<file path="config.mk">
export PLATFORM = sky130hd
export DESIGN_NAME = irq_response_unit
export DESIGN_NICKNAME = d
export VERILOG_FILES = /design/src/common/irq_unit_pkg.sv /design/src/verilog/pin_edge_sync.sv /design/src/verilog/irq_response_unit.sv
export SDC_FILE = /design/constraint.sdc
export NUM_CORES = 1
export LEC_CHECK = 0
export BUFFER_PORTS_ARGS = -buffer_cell sky130_fd_sc_hd__buf_4
export CAP_MARGIN = 20
export CORE_ASPECT_RATIO = 0.75
export CORE_MARGIN = 5
export CORE_UTILIZATION = 52
export DETAILED_ROUTE_END_ITERATION = 10
export PLACE_DENSITY = 0.71
export SYNTH_ARGS = -nofsm -noshare
export SYNTH_HDL_FRONTEND = slang
export SYNTH_SLANG_ARGS = --single-unit
</file>
<file path="constraint.sdc">
create_clock -name sys_clk -period 51.5 [get_ports sys_clk]
set_clock_uncertainty 0.2 [all_clocks]
set_input_delay 2.575 -clock sys_clk [delete_from_list [all_inputs] [get_ports sys_clk]]
set_output_delay 2.575 -clock sys_clk [all_outputs]
set_load 0.05 [all_outputs]
</file>
<file path="src/common/irq_unit_pkg.sv">
// Constants for the four-level interrupt response unit.
// Assumes an 8-bit register port with byte offsets as printed.
package irq_unit_pkg;
  // Register offsets
  localparam logic [7:0] TimerCtlOffset = 8'h88;
  localparam logic [7:0] EnableOffset = 8'ha8;
  localparam logic [7:0] PrioHighBasicOffset = 8'hb7;
  localparam logic [7:0] PrioLowBasicOffset = 8'hb8;
  localparam logic [7:0] ExtEnableOffset = 8'he8;
  localparam logic [7:0] PrioHighExtOffset = 8'hf7;
  localparam logic [7:0] PrioLowExtOffset = 8'hff;
  // Reset values
  localparam logic [7:0] RegResetValue = 8'h00;
  // Writable bits of the extended registers; reserved bits stay zero
  localparam logic [7:0] ExtEnableWritable = 8'hf7;
  localparam logic [7:0] ExtPrioWritable = 8'hf3;
  // Basic enable bit positions
  localparam int GlobalGateBit = 7;
  localparam int ConverterBit = 6;
  localparam int BrownoutBit = 5;
  localparam int SerialBit = 4;
  localparam int Timer1Bit = 3;
  localparam int Pin1Bit = 2;
  localparam int Timer0Bit = 1;
  localparam int Pin0Bit = 0;
  // Extended enable bit positions
  localparam int Timer2Bit = 7;
  localparam int SpiBit = 6;
  localparam int BrakeBit = 5;
  localparam int WatchdogBit = 4;
  localparam int CaptureEnBit = 2;
  localparam int KeypadBit = 1;
  localparam int I2cBit = 0;
  // Capture priority sits in basic priority registers
  localparam int CapturePrioBit = 7;
  // Timer control bit positions
  localparam int Tmr1FlagBit = 7;
  localparam int Tmr0FlagBit = 5;
  localparam int Pin1FlagBit = 3;
  localparam int Pin1TypeBit = 2;
  localparam int Pin0FlagBit = 1;
  localparam int Pin0TypeBit = 0;
  // Timing
  localparam int ClocksPerMachineCycle = 4;
  localparam int SamplePhase = 2;
  localparam int VectorCallMachineCycles = 4;
  localparam int RegAccessMachineCycles = 3;
  localparam int MulDivMachineCycles = 5;
  localparam int MinLatencyMachineCycles = 5;
  localparam int MaxLatencyMachineCycles = 12;
  localparam int MaxLatencyClocks = MaxLatencyMachineCycles * ClocksPerMachineCycle;
  // Number of sources, indexed by arbitration rank (0 = highest)
  localparam int NumSources = 14;
  localparam logic [3:0] NoSource = 4'hf;
endpackage : irq_unit_pkg

</file>
<file path="src/verilog/pin_edge_sync.sv">
// Three-stage synchroniser and falling-edge detect for one pin.
// Assumes an asynchronous, idle-high pin.
`timescale 1ns/10ps
module pin_edge_sync (
  // Clock and control
  input wire logic sys_clk,
  input wire logic reset,
  input wire logic clkEnable,
  // Pin
  input wire logic pinAsync,
  // Results
  output logic pinLevel,
  output logic pinFell
);
  logic [2:0] stage_reg;
  logic level_reg;

  // Stage 0 feeds only stage 1
  always_ff @(posedge sys_clk) begin
    if (reset) begin
      stage_reg <= 3'b111;
      level_reg <= 1'b1;
    end else if (clkEnable) begin
      stage_reg <= {stage_reg[1:0], pinAsync};
      if (stage_reg[1] == stage_reg[2]) begin
        level_reg <= stage_reg[2];
      end
    end
  end

  assign pinLevel = level_reg;
  assign pinFell = level_reg & (stage_reg[1] == stage_reg[2]) & ~stage_reg[2];
endmodule : pin_edge_sync

</file>
<file path="src/verilog/irq_response_unit.sv">
// Four-level interrupt response unit: masking, priority, vector call timing.
// Assumes a core that flags instruction ends; peripheral flags on sys_clk.
//
// The address-and-strobe port was left to the implementer.
`timescale 1ns/10ps

// Overview of operation
// - Sample pins and serial requests at phase three
// - Timer overflow flags polled next machine cycle
// - Vector call lasts exactly four machine cycles
// - Single-source latency five to twelve cycles
// - Postpone on busy level or mid-instruction
// - Mask register write blocks through next instruction
// - Machine cycle equals four system clocks
// - Global gate bit seven disables all
// - Bit four gates serial transmit or receive
// - Bits three, one, six, five gate sources
// - Bits two and zero gate pins
// - Extended enable bit map, bit three reserved
// - High priority bit forms level upper bit
// - Low priority bit forms level lower bit
// - Extended priority bit map, bits 3:2 reserved
// - Capture priority at basic bit seven
// - Edge flag sticky, level flag inverts pin
// - Type bit: zero level, one falling edge
// - Pin flags and types in timer control
// - Two bits encode levels, strictly higher preempts
// - Vector only when all three conditions hold
// - Fixed ranking breaks ties within level
// - Hardware clears timer flags on vector
module irq_response_unit #(
  parameter int SOURCES = irq_unit_pkg::NumSources
) (
  // Clock and control
  input wire logic sys_clk,
  input wire logic reset,
  input wire logic clkEnable,
  // Register port
  input wire logic [7:0] regAddr,
  input wire logic [7:0] regWrData,
  input wire logic regWrite,
  input wire logic regRead,
  output logic [7:0] regRdData,
  // External pins, active low
  input wire logic external_pin_zero,
  input wire logic external_pin_one,
  // Peripheral request flags
  input wire logic timer0Overflow,
  input wire logic timer1Overflow,
  input wire logic serial_tx_done_flag,
  input wire logic serial_rx_done_flag,
  input wire logic converterReq,
  input wire logic brownoutReq,
  input wire logic timer2Req,
  input wire logic spiReq,
  input wire logic brakeReq,
  input wire logic watchdogReq,
  input wire logic captureReq,
  input wire logic keypadReq,
  input wire logic i2cReq,
  // Core sequencer
  input wire logic instrLastCycle,
  input wire logic instrIsReturn,
  // Vector call to the core
  output logic vectorCallBusy,
  output logic vectorCallStart,
  output logic [3:0] vectorSource,
  output logic [1:0] activeLevelMask
);
  typedef enum logic [1:0] {IDLE, CALLING} call_state_e;

  // Registers
  logic [7:0] timerCtl_reg;
  logic [7:0] enable_reg;
  logic [7:0] prioHighBasic_reg;
  logic [7:0] prioLowBasic_reg;
  logic [7:0] extEnable_reg;
  logic [7:0] prioHighExt_reg;
  logic [7:0] prioLowExt_reg;
  logic [7:0] rdData_reg;

  // Timing state
  logic [1:0] phase_reg;
  logic [3:0] callCount_reg;
  call_state_e state_reg;
  call_state_e state_next;
  logic [3:0] inService_reg;
  logic [1:0] guard_reg;
  logic [1:0] polledTimers_reg;
  logic serialSample_reg;
  logic [3:0] source_reg;
  logic callStart_reg;
  logic [1:0] topLevel_reg;

  // Pin sync
  logic pin0Level;
  logic pin0Fell;
  logic pin1Level;
  logic pin1Fell;

  pin_edge_sync pin0Sync (
    .sys_clk(sys_clk),
    .reset(reset),
    .clkEnable(clkEnable),
    .pinAsync(external_pin_zero),
    .pinLevel(pin0Level),
    .pinFell(pin0Fell)
  );

  pin_edge_sync pin1Sync (
    .sys_clk(sys_clk),
    .reset(reset),
    .clkEnable(clkEnable),
    .pinAsync(external_pin_one),
    .pinLevel(pin1Level),
    .pinFell(pin1Fell)
  );

  // Four clocks per machine cycle
  wire phaseThree = (phase_reg == 2'(irq_unit_pkg::SamplePhase));
  wire machineEnd = (phase_reg == 2'(irq_unit_pkg::ClocksPerMachineCycle - 1));

  // Register decode
  wire hitTimerCtl = (regAddr == irq_unit_pkg::TimerCtlOffset);
  wire hitEnable = (regAddr == irq_unit_pkg::EnableOffset);
  wire hitPrioHighBasic = (regAddr == irq_unit_pkg::PrioHighBasicOffset);
  wire hitPrioLowBasic = (regAddr == irq_unit_pkg::PrioLowBasicOffset);
  wire hitExtEnable = (regAddr == irq_unit_pkg::ExtEnableOffset);
  wire hitPrioHighExt = (regAddr == irq_unit_pkg::PrioHighExtOffset);
  wire hitPrioLowExt = (regAddr == irq_unit_pkg::PrioLowExtOffset);
  wire maskWrite = regWrite & (hitEnable | hitPrioHighBasic | hitPrioLowBasic
                   | hitExtEnable | hitPrioHighExt | hitPrioLowExt);

  wire [7:0] rdMux = hitTimerCtl ? timerCtl_reg :
                     hitEnable ? enable_reg :
                     hitPrioHighBasic ? prioHighBasic_reg :
                     hitPrioLowBasic ? prioLowBasic_reg :
                     hitExtEnable ? extEnable_reg :
                     hitPrioHighExt ? prioHighExt_reg :
                     hitPrioLowExt ? prioLowExt_reg : 8'h00;

  // Requests in arbitration order, index 0 highest
  wire [SOURCES-1:0] pending;
  wire [SOURCES-1:0] enables;
  wire [SOURCES-1:0] prioHigh;
  wire [SOURCES-1:0] prioLow;

  assign pending = {captureReq, timer2Req, spiReq, brakeReq, serialSample_reg, polledTimers_reg[1],
                    keypadReq, timerCtl_reg[irq_unit_pkg::Pin1FlagBit], converterReq, i2cReq,
                    polledTimers_reg[0], watchdogReq, brownoutReq,
                    timerCtl_reg[irq_unit_pkg::Pin0FlagBit]};
  assign enables = {extEnable_reg[irq_unit_pkg::CaptureEnBit],
                    extEnable_reg[irq_unit_pkg::Timer2Bit], extEnable_reg[irq_unit_pkg::SpiBit],
                    extEnable_reg[irq_unit_pkg::BrakeBit],
                    enable_reg[irq_unit_pkg::SerialBit],
                    enable_reg[irq_unit_pkg::Timer1Bit],
                    extEnable_reg[irq_unit_pkg::KeypadBit],
                    enable_reg[irq_unit_pkg::Pin1Bit],
                    enable_reg[irq_unit_pkg::ConverterBit], extEnable_reg[irq_unit_pkg::I2cBit],
                    enable_reg[irq_unit_pkg::Timer0Bit], extEnable_reg[irq_unit_pkg::WatchdogBit],
                    enable_reg[irq_unit_pkg::BrownoutBit], enable_reg[irq_unit_pkg::Pin0Bit]};
  assign prioHigh = {prioHighBasic_reg[irq_unit_pkg::CapturePrioBit],
                     prioHighExt_reg[7:5], prioHighBasic_reg[4:3], prioHighExt_reg[1],
                     prioHighBasic_reg[2], prioHighBasic_reg[6], prioHighExt_reg[0],
                     prioHighBasic_reg[1], prioHighExt_reg[4], prioHighBasic_reg[5],
                     prioHighBasic_reg[0]};
  assign prioLow = {prioLowBasic_reg[irq_unit_pkg::CapturePrioBit],
                    prioLowExt_reg[7:5], prioLowBasic_reg[4:3], prioLowExt_reg[1],
                    prioLowBasic_reg[2], prioLowBasic_reg[6], prioLowExt_reg[0],
                    prioLowBasic_reg[1], prioLowExt_reg[4], prioLowBasic_reg[5],
                    prioLowBasic_reg[0]};

  wire [SOURCES-1:0] live = pending & enables & {SOURCES{enable_reg[irq_unit_pkg::GlobalGateBit]}};

  // Highest level first, then lowest rank
  function automatic logic [3:0] pick(input logic [SOURCES-1:0] req, input logic [SOURCES-1:0] hi,
                                      input logic [SOURCES-1:0] lo, output logic [1:0] lvl);
    logic [3:0] best;
    logic [1:0] bestLvl;
    best = irq_unit_pkg::NoSource;
    bestLvl = 2'd0;
    for (int i = SOURCES - 1; i >= 0; i--) begin
      if (req[i] && ({hi[i], lo[i]} >= bestLvl || best == irq_unit_pkg::NoSource)) begin
        best = 4'(i);
        bestLvl = {hi[i], lo[i]};
      end
    end
    lvl = bestLvl;
    return best;
  endfunction : pick

  logic [1:0] winLevel;
  logic [3:0] winner;
  always_comb begin
    winner = pick(live, prioHigh, prioLow, winLevel);
  end

  // Highest level in service
  wire [1:0] busyLevel = inService_reg[3] ? 2'd3 : inService_reg[2] ? 2'd2 :
                         inService_reg[1] ? 2'd1 : 2'd0;
  wire levelFree = (inService_reg == 4'h0) || (winLevel > busyLevel);
  wire accept = (state_reg == IDLE) && machineEnd && (winner != irq_unit_pkg::NoSource)
                && levelFree && instrLastCycle && !instrIsReturn && (guard_reg == 2'd0);
  wire callDone = (state_reg == CALLING) && machineEnd
                  && (callCount_reg == 4'(irq_unit_pkg::VectorCallMachineCycles - 1));

  always_comb begin
    state_next = state_reg;
    unique case (state_reg)
      IDLE: if (accept) state_next = CALLING;
      CALLING: if (callDone) state_next = IDLE;
    endcase
  end

  // Return clears the top level
  wire [3:0] topBit = inService_reg[3] ? 4'b1000 : inService_reg[2] ? 4'b0100 :
                      inService_reg[1] ? 4'b0010 : inService_reg[0] ? 4'b0001 : 4'b0000;
  wire [3:0] levelBit = 4'b0001 << winLevel;

  // Hardware clears on vector
  wire clearPin0 = accept && winner == 4'd0;
  wire clearTmr0 = accept && winner == 4'd3;
  wire clearPin1 = accept && winner == 4'd6;
  wire clearTmr1 = accept && winner == 4'd8;

  // External flag next values
  wire pin0Next = timerCtl_reg[irq_unit_pkg::Pin0TypeBit] ?
                  (pin0Fell | (timerCtl_reg[irq_unit_pkg::Pin0FlagBit] & ~clearPin0)) : ~pin0Level;
  wire pin1Next = timerCtl_reg[irq_unit_pkg::Pin1TypeBit] ?
                  (pin1Fell | (timerCtl_reg[irq_unit_pkg::Pin1FlagBit] & ~clearPin1)) : ~pin1Level;

  wire [7:0] ctlBase = (regWrite && hitTimerCtl) ? regWrData : timerCtl_reg;
  logic [7:0] ctlNext;
  always_comb begin
    ctlNext = ctlBase;
    if (clearTmr0) ctlNext[irq_unit_pkg::Tmr0FlagBit] = 1'b0;
    if (clearTmr1) ctlNext[irq_unit_pkg::Tmr1FlagBit] = 1'b0;
    if (clearPin0) ctlNext[irq_unit_pkg::Pin0FlagBit] = 1'b0;
    if (clearPin1) ctlNext[irq_unit_pkg::Pin1FlagBit] = 1'b0;
    if (phaseThree) begin
      ctlNext[irq_unit_pkg::Pin0FlagBit] = (regWrite && hitTimerCtl && !regWrData[irq_unit_pkg::Pin0TypeBit])
                                           ? ~pin0Level : pin0Next | (regWrite && hitTimerCtl
                                           && regWrData[irq_unit_pkg::Pin0FlagBit]);
      ctlNext[irq_unit_pkg::Pin1FlagBit] = (regWrite && hitTimerCtl && !regWrData[irq_unit_pkg::Pin1TypeBit])
                                           ? ~pin1Level : pin1Next | (regWrite && hitTimerCtl
                                           && regWrData[irq_unit_pkg::Pin1FlagBit]);
      // Overflow set beats same-cycle clear
      if (timer0Overflow) ctlNext[irq_unit_pkg::Tmr0FlagBit] = 1'b1;
      if (timer1Overflow) ctlNext[irq_unit_pkg::Tmr1FlagBit] = 1'b1;
    end else begin
      // Edges between samples are kept
      if (pin0Fell && timerCtl_reg[irq_unit_pkg::Pin0TypeBit]) ctlNext[irq_unit_pkg::Pin0FlagBit] = 1'b1;
      if (pin1Fell && timerCtl_reg[irq_unit_pkg::Pin1TypeBit]) ctlNext[irq_unit_pkg::Pin1FlagBit] = 1'b1;
    end
  end

  always_ff @(posedge sys_clk) begin
    if (reset) begin
      timerCtl_reg <= irq_unit_pkg::RegResetValue;
      enable_reg <= irq_unit_pkg::RegResetValue;
      prioHighBasic_reg <= irq_unit_pkg::RegResetValue;
      prioLowBasic_reg <= irq_unit_pkg::RegResetValue;
      extEnable_reg <= irq_unit_pkg::RegResetValue;
      prioHighExt_reg <= irq_unit_pkg::RegResetValue;
      prioLowExt_reg <= irq_unit_pkg::RegResetValue;
      rdData_reg <= 8'h00;
    end else if (clkEnable) begin
      timerCtl_reg <= ctlNext;
      if (regWrite && hitEnable) enable_reg <= regWrData;
      if (regWrite && hitPrioHighBasic) prioHighBasic_reg <= regWrData;
      if (regWrite && hitPrioLowBasic) prioLowBasic_reg <= regWrData;
      if (regWrite && hitExtEnable) extEnable_reg <= regWrData & irq_unit_pkg::ExtEnableWritable;
      if (regWrite && hitPrioHighExt) prioHighExt_reg <= regWrData & irq_unit_pkg::ExtPrioWritable;
      if (regWrite && hitPrioLowExt) prioLowExt_reg <= regWrData & irq_unit_pkg::ExtPrioWritable;
      rdData_reg <= regRead ? rdMux : 8'h00;
    end
  end

  // Guard: 2 = write running, 1 = one instruction left
  logic [1:0] guardNext;
  always_comb begin
    guardNext = guard_reg;
    if (maskWrite) guardNext = 2'd2;
    else if (machineEnd && instrLastCycle && guard_reg != 2'd0) guardNext = guard_reg - 2'd1;
  end

  always_ff @(posedge sys_clk) begin
    if (reset) begin
      phase_reg <= 2'd0;
      state_reg <= IDLE;
      callCount_reg <= 4'd0;
      inService_reg <= 4'h0;
      guard_reg <= 2'd0;
      polledTimers_reg <= 2'b00;
      serialSample_reg <= 1'b0;
      source_reg <= irq_unit_pkg::NoSource;
      callStart_reg <= 1'b0;
      topLevel_reg <= 2'd0;
    end else if (clkEnable) begin
      phase_reg <= phase_reg + 2'd1;
      state_reg <= state_next;
      guard_reg <= guardNext;
      callStart_reg <= accept;
      topLevel_reg <= busyLevel;
      if (phaseThree) serialSample_reg <= serial_tx_done_flag | serial_rx_done_flag;
      // Flags polled one machine cycle after they set
      if (machineEnd) polledTimers_reg <= {timerCtl_reg[irq_unit_pkg::Tmr1FlagBit],
                                           timerCtl_reg[irq_unit_pkg::Tmr0FlagBit]};
      if (accept) begin
        source_reg <= winner;
        callCount_reg <= 4'd0;
        inService_reg <= inService_reg | levelBit;
      end else if (state_reg == CALLING && machineEnd) begin
        callCount_reg <= callCount_reg + 4'd1;
      end else if (state_reg == IDLE && instrIsReturn && machineEnd && instrLastCycle) begin
        inService_reg <= inService_reg & ~topBit;
      end
    end
  end

  assign regRdData = rdData_reg;
  assign vectorCallBusy = (state_reg == CALLING);
  assign vectorCallStart = callStart_reg;
  assign vectorSource = source_reg;
  assign activeLevelMask = topLevel_reg;
endmodule : irq_response_unit

</file>
Word level (Yosys, flattened, before mapping)

Index checks and enable logic that the tools add are counted.

Register bits: 91
Input bits: 38
Output and inout bits: 16
Word-level logic and storage cells: 262

$add $sub $neg: 3
$lt $le $gt $ge: 14
Equal/unequal tests: 33
Shift-type cells: 1
Mux-type cells: 70
Bitwise logic cells: 28
Reductions and logical operators: 88

Operators by type and width:

| kind                | count |
|---|---|
| $mux 8              | 9 |
| $mux 4              | 17 |
| $eq 4x4->1 const B  | 14 |
| $eq 8x8->1 const B  | 7 |
| $mux 2              | 23 |
| $logic_and 1x1->1   | 43 |
| $reduce_and 2->1    | 16 |
| $and 14x14->14      | 2 |
| $ge 2x2->1          | 13 |
| $mux 1              | 18 |
| $logic_or 1x1->1    | 14 |
| $or 1x1->1          | 10 |
| $eq 4x2->1 const B  | 2 |
| $logic_not 4->1     | 2 |
| $reduce_bool 2->1   | 4 |
| $reduce_bool 4->1   | 2 |
| $and 1x1->1         | 7 |
| $mux 3              | 2 |
| $not 1->1           | 6 |
| $reduce_and 3->1    | 2 |
| $add 4x1->4 const B | 1 |
| $and 4x4->4         | 1 |
| $eq 2x2->1 const B  | 2 |
| $eq 4x3->1 const B  | 1 |
| 14 further kinds    | 19 |

Depth between registers and ports, before layout

Gate-level depths: netlist of the first run.

Depth in word-level cells: 69
Mapped depth: 99
Mapped depth without buffers: 97

Modules after synthesis

A second synthesis of the first run with hierarchy kept.

Cell total of the unflattened synthesis: 760
Area total of the unflattened synthesis: 6104.6 um^2

By module, submodules not included:

| module            | instances | cells an instance | area each (um^2) | seq. area each (um^2) |
|---|---|---|---|---|
| irq_response_unit | 1         | 730               | 5791.8           | 1641.6 |
| pin_edge_sync     | 2         | 15                | 156.4            | 80.1 |

Worst setup path before layout of the first run

No wires, ideal clock.

Kind: input-to-reg
Start: in captureReq
End: reg inService_reg[0]
Setup time: 70 ps
Data arrival time: 18887 ps
Data required time: 51230 ps
Setup slack: 32343 ps
Stages on the path: 93
Buffers on the path: 2
Cell sequence: and4_1 -> ha_1 -> nand2b_1 -> a211o_1 -> a32o_1 -> and2_1 -> ha_1 -> nand2b_1 -> a211oi_1 -> o21ai_0 -> o21a_1 -> ha_1 -> a211oi_1 -> or2_1 -> buf_6 -> o211ai_1 -> o21ai_0 -> ha_1 -> (+57 left out) -> nor2_1 -> inv_1 -> o31ai_4 -> o31ai_2 -> ha_1 -> nand2b_1 -> a21oi_1 -> nor2_1 -> a31oi_4 -> nor2_1 -> a31oi_1 -> ha_1 -> nand2b_1 -> or3_1 -> a21boi_2 -> o211ai_4 -> or4_1 -> a21oi_1

Longest elaborated chain between the ends: 63

Ends and longest elaborated chain:

| item                                                      | RTL line                                           | RTL |
|---|---|---|
| from (decl)                                               | irq_response_unit.sv:58                            | `input wire logic captureReq,` |
| $and 14x14->14 * (2 in a row)                             | irq_response_unit.sv:173                           | `wire [SOURCES-1:0] live = pending & enables & {SOURCES{enable_reg[irq_unit_pkg::GlobalGateBit]}};` |
| $mux 2                                                    | irq_response_unit.sv:183                           | `if (req[i] && ({hi[i], lo[i]} >= bestLvl \|\| best == irq_unit_pkg::NoSource)) begin` |
| $ge 2x2->1 or $eq 4x4->1 (tied branches)                  | irq_response_unit.sv:183                           |  |
| $logic_or 1x1->1                                          | irq_response_unit.sv:183                           |  |
| $logic_and 1x1->1                                         | irq_response_unit.sv:183                           |  |
| $mux 2                                                    | irq_response_unit.sv:183                           |  |
| $ge 2x2->1 or $eq 4x4->1 (tied branches)                  | irq_response_unit.sv:183                           |  |
| $logic_or 1x1->1                                          | irq_response_unit.sv:183                           |  |
| (+43 left out)                                            | -                                                  |  |
| $logic_or 1x1->1                                          | irq_response_unit.sv:183                           |  |
| $logic_and 1x1->1                                         | irq_response_unit.sv:183                           |  |
| $mux 2 or $mux 4 (tied branches)                          | irq_response_unit.sv:183                           |  |
| $gt 2x2->1 or $ne 4x4->1 (tied branches)                  | irq_response_unit.sv:201, irq_response_unit.sv:202 |  |
| $logic_or 1x1->1 or $logic_and 1x1->1 (tied branches)     | irq_response_unit.sv:201, irq_response_unit.sv:202 |  |
| $logic_and 1x1->1 (4 in a row)                            | irq_response_unit.sv:203                           | `&& levelFree && instrLastCycle && !instrIsReturn && (guard_reg == 2'd0);` |
| $ne 2x2->1 (no line) or $reduce_bool 2->1 (tied branches) | -                                                  |  |
| $reduce_and 3->1 (no line)                                | -                                                  |  |
| to (signal assigned)                                      | irq_response_unit.sv:312                           | `inService_reg <= inService_reg \| levelBit;` |
| to (signal assigned)                                      | irq_response_unit.sv:316                           | `inService_reg <= inService_reg & ~topBit;` |
| to (decl)                                                 | irq_response_unit.sv:87                            | `logic [3:0] inService_reg;` |

Every way passes the cells marked *; elsewhere a longest branch is shown, timed or not.
A chain may end at the register's enable or synchronous reset.

Worst setup path after layout of the first run

Start: in captureReq
End: reg inService_reg[3]

Same word-level chain as after synthesis.

==> results of run 1 <==
metrics by stage:
| step | total power [W] | worst slack [ns] | instance area, µm² | utilization, % |
|---|---|---|---|---|
| floorplan | 0.0000774 | 32.34 | 5990 | - |
| global placement | 0.0000819 | 30.28 | 6480 | 56.6 |
| detailed placement | 0.0000822 | 29.65 | 6480 | 56.6 |
| CTS | 0.000150 | 29.91 | 6790 | 59.3 |
| global route | 0.000154 | 28.11 | 6790 | 59.3 |
| finish | 0.000150 | 29.74 | 6790 | 59.3 |
cell type report:
| cell class | count | area (µm²) | area share, % |
|---|---|---|---|
| clock buffers | 10 | 229 | 3.37 |
| clock inverters | 5 | 80.1 | 1.18 |
| inverters | 33 | 124 | 1.83 |
| multi-input cells | 642 | 3930 | 57.9 |
| flip-flops and latches | 90 | 1800 | 26.6 |
| well taps | 144 | 180 | 2.66 |
| repair buffers | 59 | 443 | 6.53 |
Yosys cell counts (3+ instances only):
library cell and count:
mux2i_1 15, a211oi_2 3, a31oi_1 11, o21a_1 8, mux2_2 4, nor2_1 67
o21ai_1 3, a21oi_2 3, nor3_1 17, o211ai_1 7, o2bb2ai_1 3, nand4_1 4
clkbuf_1 29, nor2b_1 3, a222oi_1 3, or3_1 4, nand2b_1 20, dfxtp_1 90
a221o_1 3, nor4_1 4, and3_1 9, nand2_1 125, ha_1 31, a211o_1 8
a22oi_1 8, or2_2 7, nand3_1 44, o311ai_1 3, a211oi_1 10, a21oi_1 103
o21ai_0 31, a21o_1 5, o31a_1 3, o22ai_1 9, inv_1 32, and2_1 11
nor3b_1 4
tightest hold or removal path: cells and delay by family, from the launching register on:
| kind | cells | cell delay, ns |
|---|---|---|
| flops | 1 | 0.32 |
| compound gates | 1 | 0.06 |
| simple gates | 1 | 0.05 |
placed cells by master (no fill, tap or decap), types with 5 or more instances in the layout:
master,Yosys,final
o21a_1,8,8
mux2i_1,15,15
inv_1,32,32
a31oi_1,11,11
a22oi_1,8,8
o211ai_1,7,7
a21oi_1,103,103
a211oi_1,10,10
o22ai_1,9,9
a211o_1,8,8
nor3_1,17,17
and3_1,9,9
dfxtp_1,90,90
and2_1,11,11
buf_4,0,59
nand2_1,125,125
nand3_1,44,44
o21ai_0,31,31
a21o_1,5,5
nor2_1,67,67
ha_1,31,31
clkbuf_16,0,9
nand2b_1,20,20
or2_2,7,7
routing by layer:
layer / wire [µm] / share of wire [%] / vias up / global-route usage, %
met2: 7960 / 42 / 308 / 41.0
li1: - / - / 2969 / -
met1: 8850 / 46 / 2933 / 40.4
met5: 0 / 0 / - / 0
met4: 397 / 2.1 / 0 / 7.11
met3: 1970 / 10 / 40 / 6.34
worst paths after layout:
check / end / depth (start not counted)
worst min-delay path: prioLowBasic_reg[3] / 2
worst max register to register: inService_reg[3] / 92
worst max-delay path: inService_reg[3] / 93
worst min register to register: prioLowBasic_reg[3] / 2
report_power, final:
part	internal [W]	switching, W
logic	0.00000358	0.00000614
registers	0.0000703	0.000000714
clock network	0.0000422	0.0000272
total	0.000116	0.0000341
logic make-up after synthesis:
kind of cell,synth area share [%]
and+or+nand+nor,26.0
AOI/OAI and AO/OA,29.3
DFF,30.1
buffers and inverters,4.41
adders and majority gates,6.48
muxes,3.26
xor gates and xnor gates,0.439
==> run_results.csv, run 1 <==
group,metric,value,unit
logic_synthesis,ys_ff_latch,90,
worst_setup_path,rr_startpoint,"extEnable_reg[2]",
clock_tree,cts_resized,0,
timing,setup_viol,0,
worst_setup_path,worstPathMaxFanout,11,
global_routing,grtUsageTotal,27.6,%
logic_synthesis,avgSynthCellArea,7.50,µm²
logic_synthesis,postSynthCellCount,798,
worst_hold_path,hp-start,"prioLowBasic_reg[3]",
placement,dp_hpwl,14.5,mm
run,maxCapViolCount,0,
final_layout,layout.cells.non_filler,983,
die,die_w,134,µm
timing,tns,0,ns
placement,place.gp.congestion,0.908,
logic_synthesis,syn_area,0.00599,mm²
logic_synthesis,yosysUniqueCellTypes,80,
worst_setup_path,worstPathRequired,51.54,ns
logic_synthesis,ys_warn_count,0,
clock_tree,cts_max_level,3,
worst_setup_path,start_kind,"primary input",
logic_synthesis,ys_seq_area_share,30.1,%
final_layout,fill_cells,1034,
worst_setup_path,r2r_slack,31.59,ns
pwr,vdd_drop_max,20.5,µV
clock_tree,post-cts-setup-buffers,0,
clock_tree,cts_root_buffer,"clkbuf_16",
worst_setup_path,cpLargestDelayFamily,"compound AO/OA/AOI/OAI gates",
global_routing,grt_pass1_vias,5697,
clock_tree,cts_tree,"built",
worst_setup_path,worstPathArrival,21.80,ns
routing,via_per_inst,6.36,
global_routing,grt_pass1_wl,30.1,mm
timing,worst_pin_slew,1.10,ns
placement,portBuffers,53,
clock_tree,clockBufferDepth,2,
timing,clock.fmax,0.0459,GHz
final_layout,syn_to_final_growth,13.3,%
die,rows,34,
die,die-area,0.0138,mm²
die,core,0.0114,mm²
worst_setup_path,cpMaxStageDelayCell,"nor2_1",
routing,num_vias,6250,
routing,drtIter0Drc,744,
worst_setup_path,end_kind,"flip-flop",
worst_setup_path,critPathLaunch,"captureReq",
worst_hold_path,min_path_type,"flip-flop to flip-flop",
routing,drc,0,
logic_synthesis,synth-edff-count,0,
final_layout,drive_above_1_share,12.5,%
timing,hold_viol_final,0,
timing,fin_hold_ws,0.273,ns
routing,dr.pass1.iters,8,
logic_synthesis,synthTopCellsByArea,"dfxtp_1 (30%), a21oi_1 (8.6%), nand2_1 (7.8%)",
worst_setup_path,cp_num_buf_inv,3,
pwr,power_density,22.1,mW/mm²
placement,placed_cells,968,
routing,wl_per_cell,19.5,µm
clock_tree,clk_pin_slew,0.06,ns
die,pin_count,54,
logic_synthesis,syn-num-nets,867,
timing,max-slew-margin-rel,26.3,%
logic_synthesis,ys.flop_type,"dfxtp_1",
global_routing,overflow,0,
routing,wirelength,19.2,mm
logic_synthesis,yosys.area.top_type_share,30.1,%
final_layout,antenna_cells,0,
die,start_util,52.3,%
pwr,power.leakage,2.55,nW
worst_setup_path,crit_top_cell,"ha_1",
clock_tree,numCtsBuffers,9,
clock_tree,clock_latency,0.34,ns
timing,drv_slew,0,
clock_tree,cts-hold-fix-buffers,0,
worst_setup_path,setup.worst_path.class,"primary input to flip-flop",
timing,rsz0062_at_grt,"no",
global_routing,grt_start_max_net_pins,82,
routing,ant_nets,0,
logic_synthesis,yosysTopAreaCell,"dfxtp_1",
global_routing,antenna_found_initial,0,
timing,period_needed,21.76,ns
outcome,status,"finished, final reports clean",
clock_tree,clock-sinks,90,
die,die_y,103,µm
worst_setup_path,slowest_delay,0.45,ns
final_layout,final_nets,904,
logic_synthesis,async_flop_share,0,%
timing,period_share,42.3,%
Note: power is estimated with default switching activity, not from simulation.
==> inputs of run 2 (changes only) <==
--- a/config.mk
+++ b/config.mk
@@ -5,6 +5,7 @@
 export SDC_FILE = /design/constraint.sdc
 export NUM_CORES = 1
 export LEC_CHECK = 0
+export ABC_AREA = 1
 export BUFFER_PORTS_ARGS = -buffer_cell sky130_fd_sc_hd__buf_4
 export CAP_MARGIN = 20
 export CORE_ASPECT_RATIO = 0.75
==> constraint.sdc (replaced) <==
create_clock -name sys_clk -period 20.1 [get_ports sys_clk]
set_clock_uncertainty 0.2 [all_clocks]
set_input_delay 1.005 -clock sys_clk [delete_from_list [all_inputs] [get_ports sys_clk]]
set_output_delay 1.005 -clock sys_clk [all_outputs]
set_load 0.05 [all_outputs]
==> run_results.csv, run 2 <==
group,metric,value,unit
logic_synthesis,yosysTopAreaCell,"dfxtp_1",
routing,via_per_inst,5.61,
final_layout,syn_to_final_growth,14.7,%
global_routing,grt_pass1_vias,5211,
logic_synthesis,postSynthCellCount,838,
placement,place.gp.congestion,0.974,
clock_tree,post-cts-setup-buffers,0,
routing,dr.pass1.iters,5,
clock_tree,numCtsBuffers,9,
clock_tree,cts_root_buffer,"clkbuf_16",
final_layout,final_nets,951,
logic_synthesis,avgSynthCellArea,6.71,µm²
worst_setup_path,worstPathRequired,20.14,ns
global_routing,grt_start_max_net_pins,50,
die,die_w,130,µm
timing,setup_viol,0,
clock_tree,clock_latency,0.34,ns
worst_setup_path,start_kind,"primary input",
global_routing,grtUsageTotal,25.2,%
worst_setup_path,cpLargestDelayFamily,"simple AND/OR/NAND/NOR gates",
pwr,power.leakage,3.00,nW
routing,num_vias,5738,
worst_setup_path,setup.worst_path.class,"primary input to flip-flop",
outcome,status,"finished, final reports clean",
placement,placedInstanceArea,0.00611,mm²
die,start_util,54.0,%
final_layout,antenna_cells,0,
die,rows,32,
die,die_y,100,µm
logic_synthesis,ys_ff_latch,90,
routing,drtIter0Drc,465,
final_layout,final_cell_mix,"nand2_1 (165), inv_1 (135), a21oi_1 (100)",
routing,ant_nets,0,
placement,portBuffers,53,
final_layout,fill_cells,974,
clock_tree,cts-hold-fix-buffers,0,
global_routing,overflow,0,
logic_synthesis,syn-num-nets,907,
timing,tns,0,ns
final_layout,regArea,0.00180,mm²
logic_synthesis,yosys.area.top_type_share,32.0,%
clock_tree,cts_resized,0,
worst_setup_path,end_kind,"flip-flop",
logic_synthesis,ys_warn_count,0,
logic_synthesis,synth-edff-count,0,
routing,wl_per_cell,15.8,µm
clock_tree,clk_pin_slew,0.07,ns
clock_tree,clock-sinks,90,
logic_synthesis,synth_common_cells,"nand2_1 (165), inv_1 (135), a21oi_1 (100)",
run,maxCapViolCount,0,
logic_synthesis,async_flop_share,0,%
logic_synthesis,synthTopCellsByArea,"dfxtp_1 (32%), nand2_1 (11%), inv_1 (9.0%)",
die,die-area,0.0130,mm²
global_routing,antenna_found_initial,0,
final_layout,finish.instance_area,0.00645,mm²
global_routing,grt_pass1_wl,26.1,mm
worst_setup_path,slowest_delay,0.43,ns
die,core,0.0104,mm²
worst_setup_path,cpMaxStageDelayCell,"o21ai_0",
worst_setup_path,worstPathArrival,14.85,ns
worst_hold_path,min_path_type,"flip-flop to flip-flop",
timing,hold_viol_final,0,
timing,drv_slew,0,
worst_setup_path,cp_num_buf_inv,18,
routing,wirelength,16.2,mm
clock_tree,cts_tree,"built",
pwr,power_density,61.5,mW/mm²
logic_synthesis,yosysUniqueCellTypes,40,
final_layout,final_common_cell,"nand2_1",
clock_tree,clockBufferDepth,2,
die,pin_count,54,
final_layout,drive_above_1_share,13.9,%
final_layout,multi_input_area,0.00319,mm²
logic_synthesis,ys_seq_area_share,32.0,%
timing,max-slew-margin-rel,54.7,%
timing,period_share,73.7,%
timing,worst_pin_slew,0.679,ns
logic_synthesis,synth_most_common_cell,"nand2_1",
timing,clock.fmax,0.0675,GHz
placement,dp_hpwl,12.4,mm
logic_synthesis,syn_area,0.00563,mm²
clock_tree,cts_max_level,3,
pwr,vdd_drop_max,42.4,µV
worst_setup_path,worstPathMaxFanout,14,
timing,rsz0062_at_grt,"no",
timing,period_needed,14.82,ns
worst_setup_path,crit_top_cell,"nand2_1",
routing,drc,0,
logic_synthesis,ys.flop_type,"dfxtp_1",
## run 2: cell type report
type	instances	share of cell area, %
tap	136	2.64
clock inverter	6	1.51
inverter	142	8.26
timing repair buffer	56	6.52
clock buffer	10	3.71
sequential	90	27.9
multi-input combinational	583	49.4
## run 2: metrics by stage
| step | worst slack, ns | utilization [%] | instances | hold slack, ns | power, W |
|---|---|---|---|---|---|
| after CTS | 5.44 | 62.0 | 1023 | 0.266 | 0.000398 |
| after global placement | 5.85 | 58.7 | 1007 | 0.237 | 0.000210 |
| after floorplan | 6.99 | - | 838 | 0.222 | 0.000199 |
| after global routing | 3.84 | 62.0 | 1023 | 0.283 | 0.000409 |
| final | 5.28 | 62.0 | 1023 | 0.262 | 0.000397 |
| after detailed placement | 5.11 | 58.7 | 1007 | 0.255 | 0.000211 |
## run 2: tightest hold or removal path: cells and delay by family (launching register included)
kind / cells / cell delay [ns]
compound gates: 1 / 0.06
buf+inv: 1 / 0.06
flops: 1 / 0.30
## run 2: logic make-up after synthesis
kind of cell             share of synthesized area [%]
adder cells (fa/ha/maj)                           6.89
XOR/XNOR                                         0.156
AO/OA/AOI/OAI                                     23.4
AND/OR/NAND/NOR                                   26.2
flip-flops                                        32.0
buffers and inverters                             11.3
## run 2: layer usage
metal	routed length (µm)	global-route usage, %	vias up
met5	0	0	-
met1	7700	37.4	2637
met3	1310	5.43	17
li1	-	-	2867
met2	6950	36.8	217
met4	216	6.71	0
## run 2: power breakdown
part           switching, W  total [W]  internal, W
sequential       0.00000172   0.000182     0.000181
clock             0.0000755   0.000190     0.000114
combinational     0.0000154  0.0000247   0.00000930
total             0.0000927   0.000397     0.000304
## run 2: final timing paths
path | from | endpoint | slack [ns] | cells past startpoint
worst min register to register | polledTimers_reg[0] | polledTimers_reg[0] | 0.26 | 2
worst max register to register | enable_reg[7] | callCount_reg[2] | 5.34 | 116
worst min-delay path | polledTimers_reg[0] | polledTimers_reg[0] | 0.26 | 2
worst max-delay path | captureReq | callCount_reg[2] | 5.28 | 117
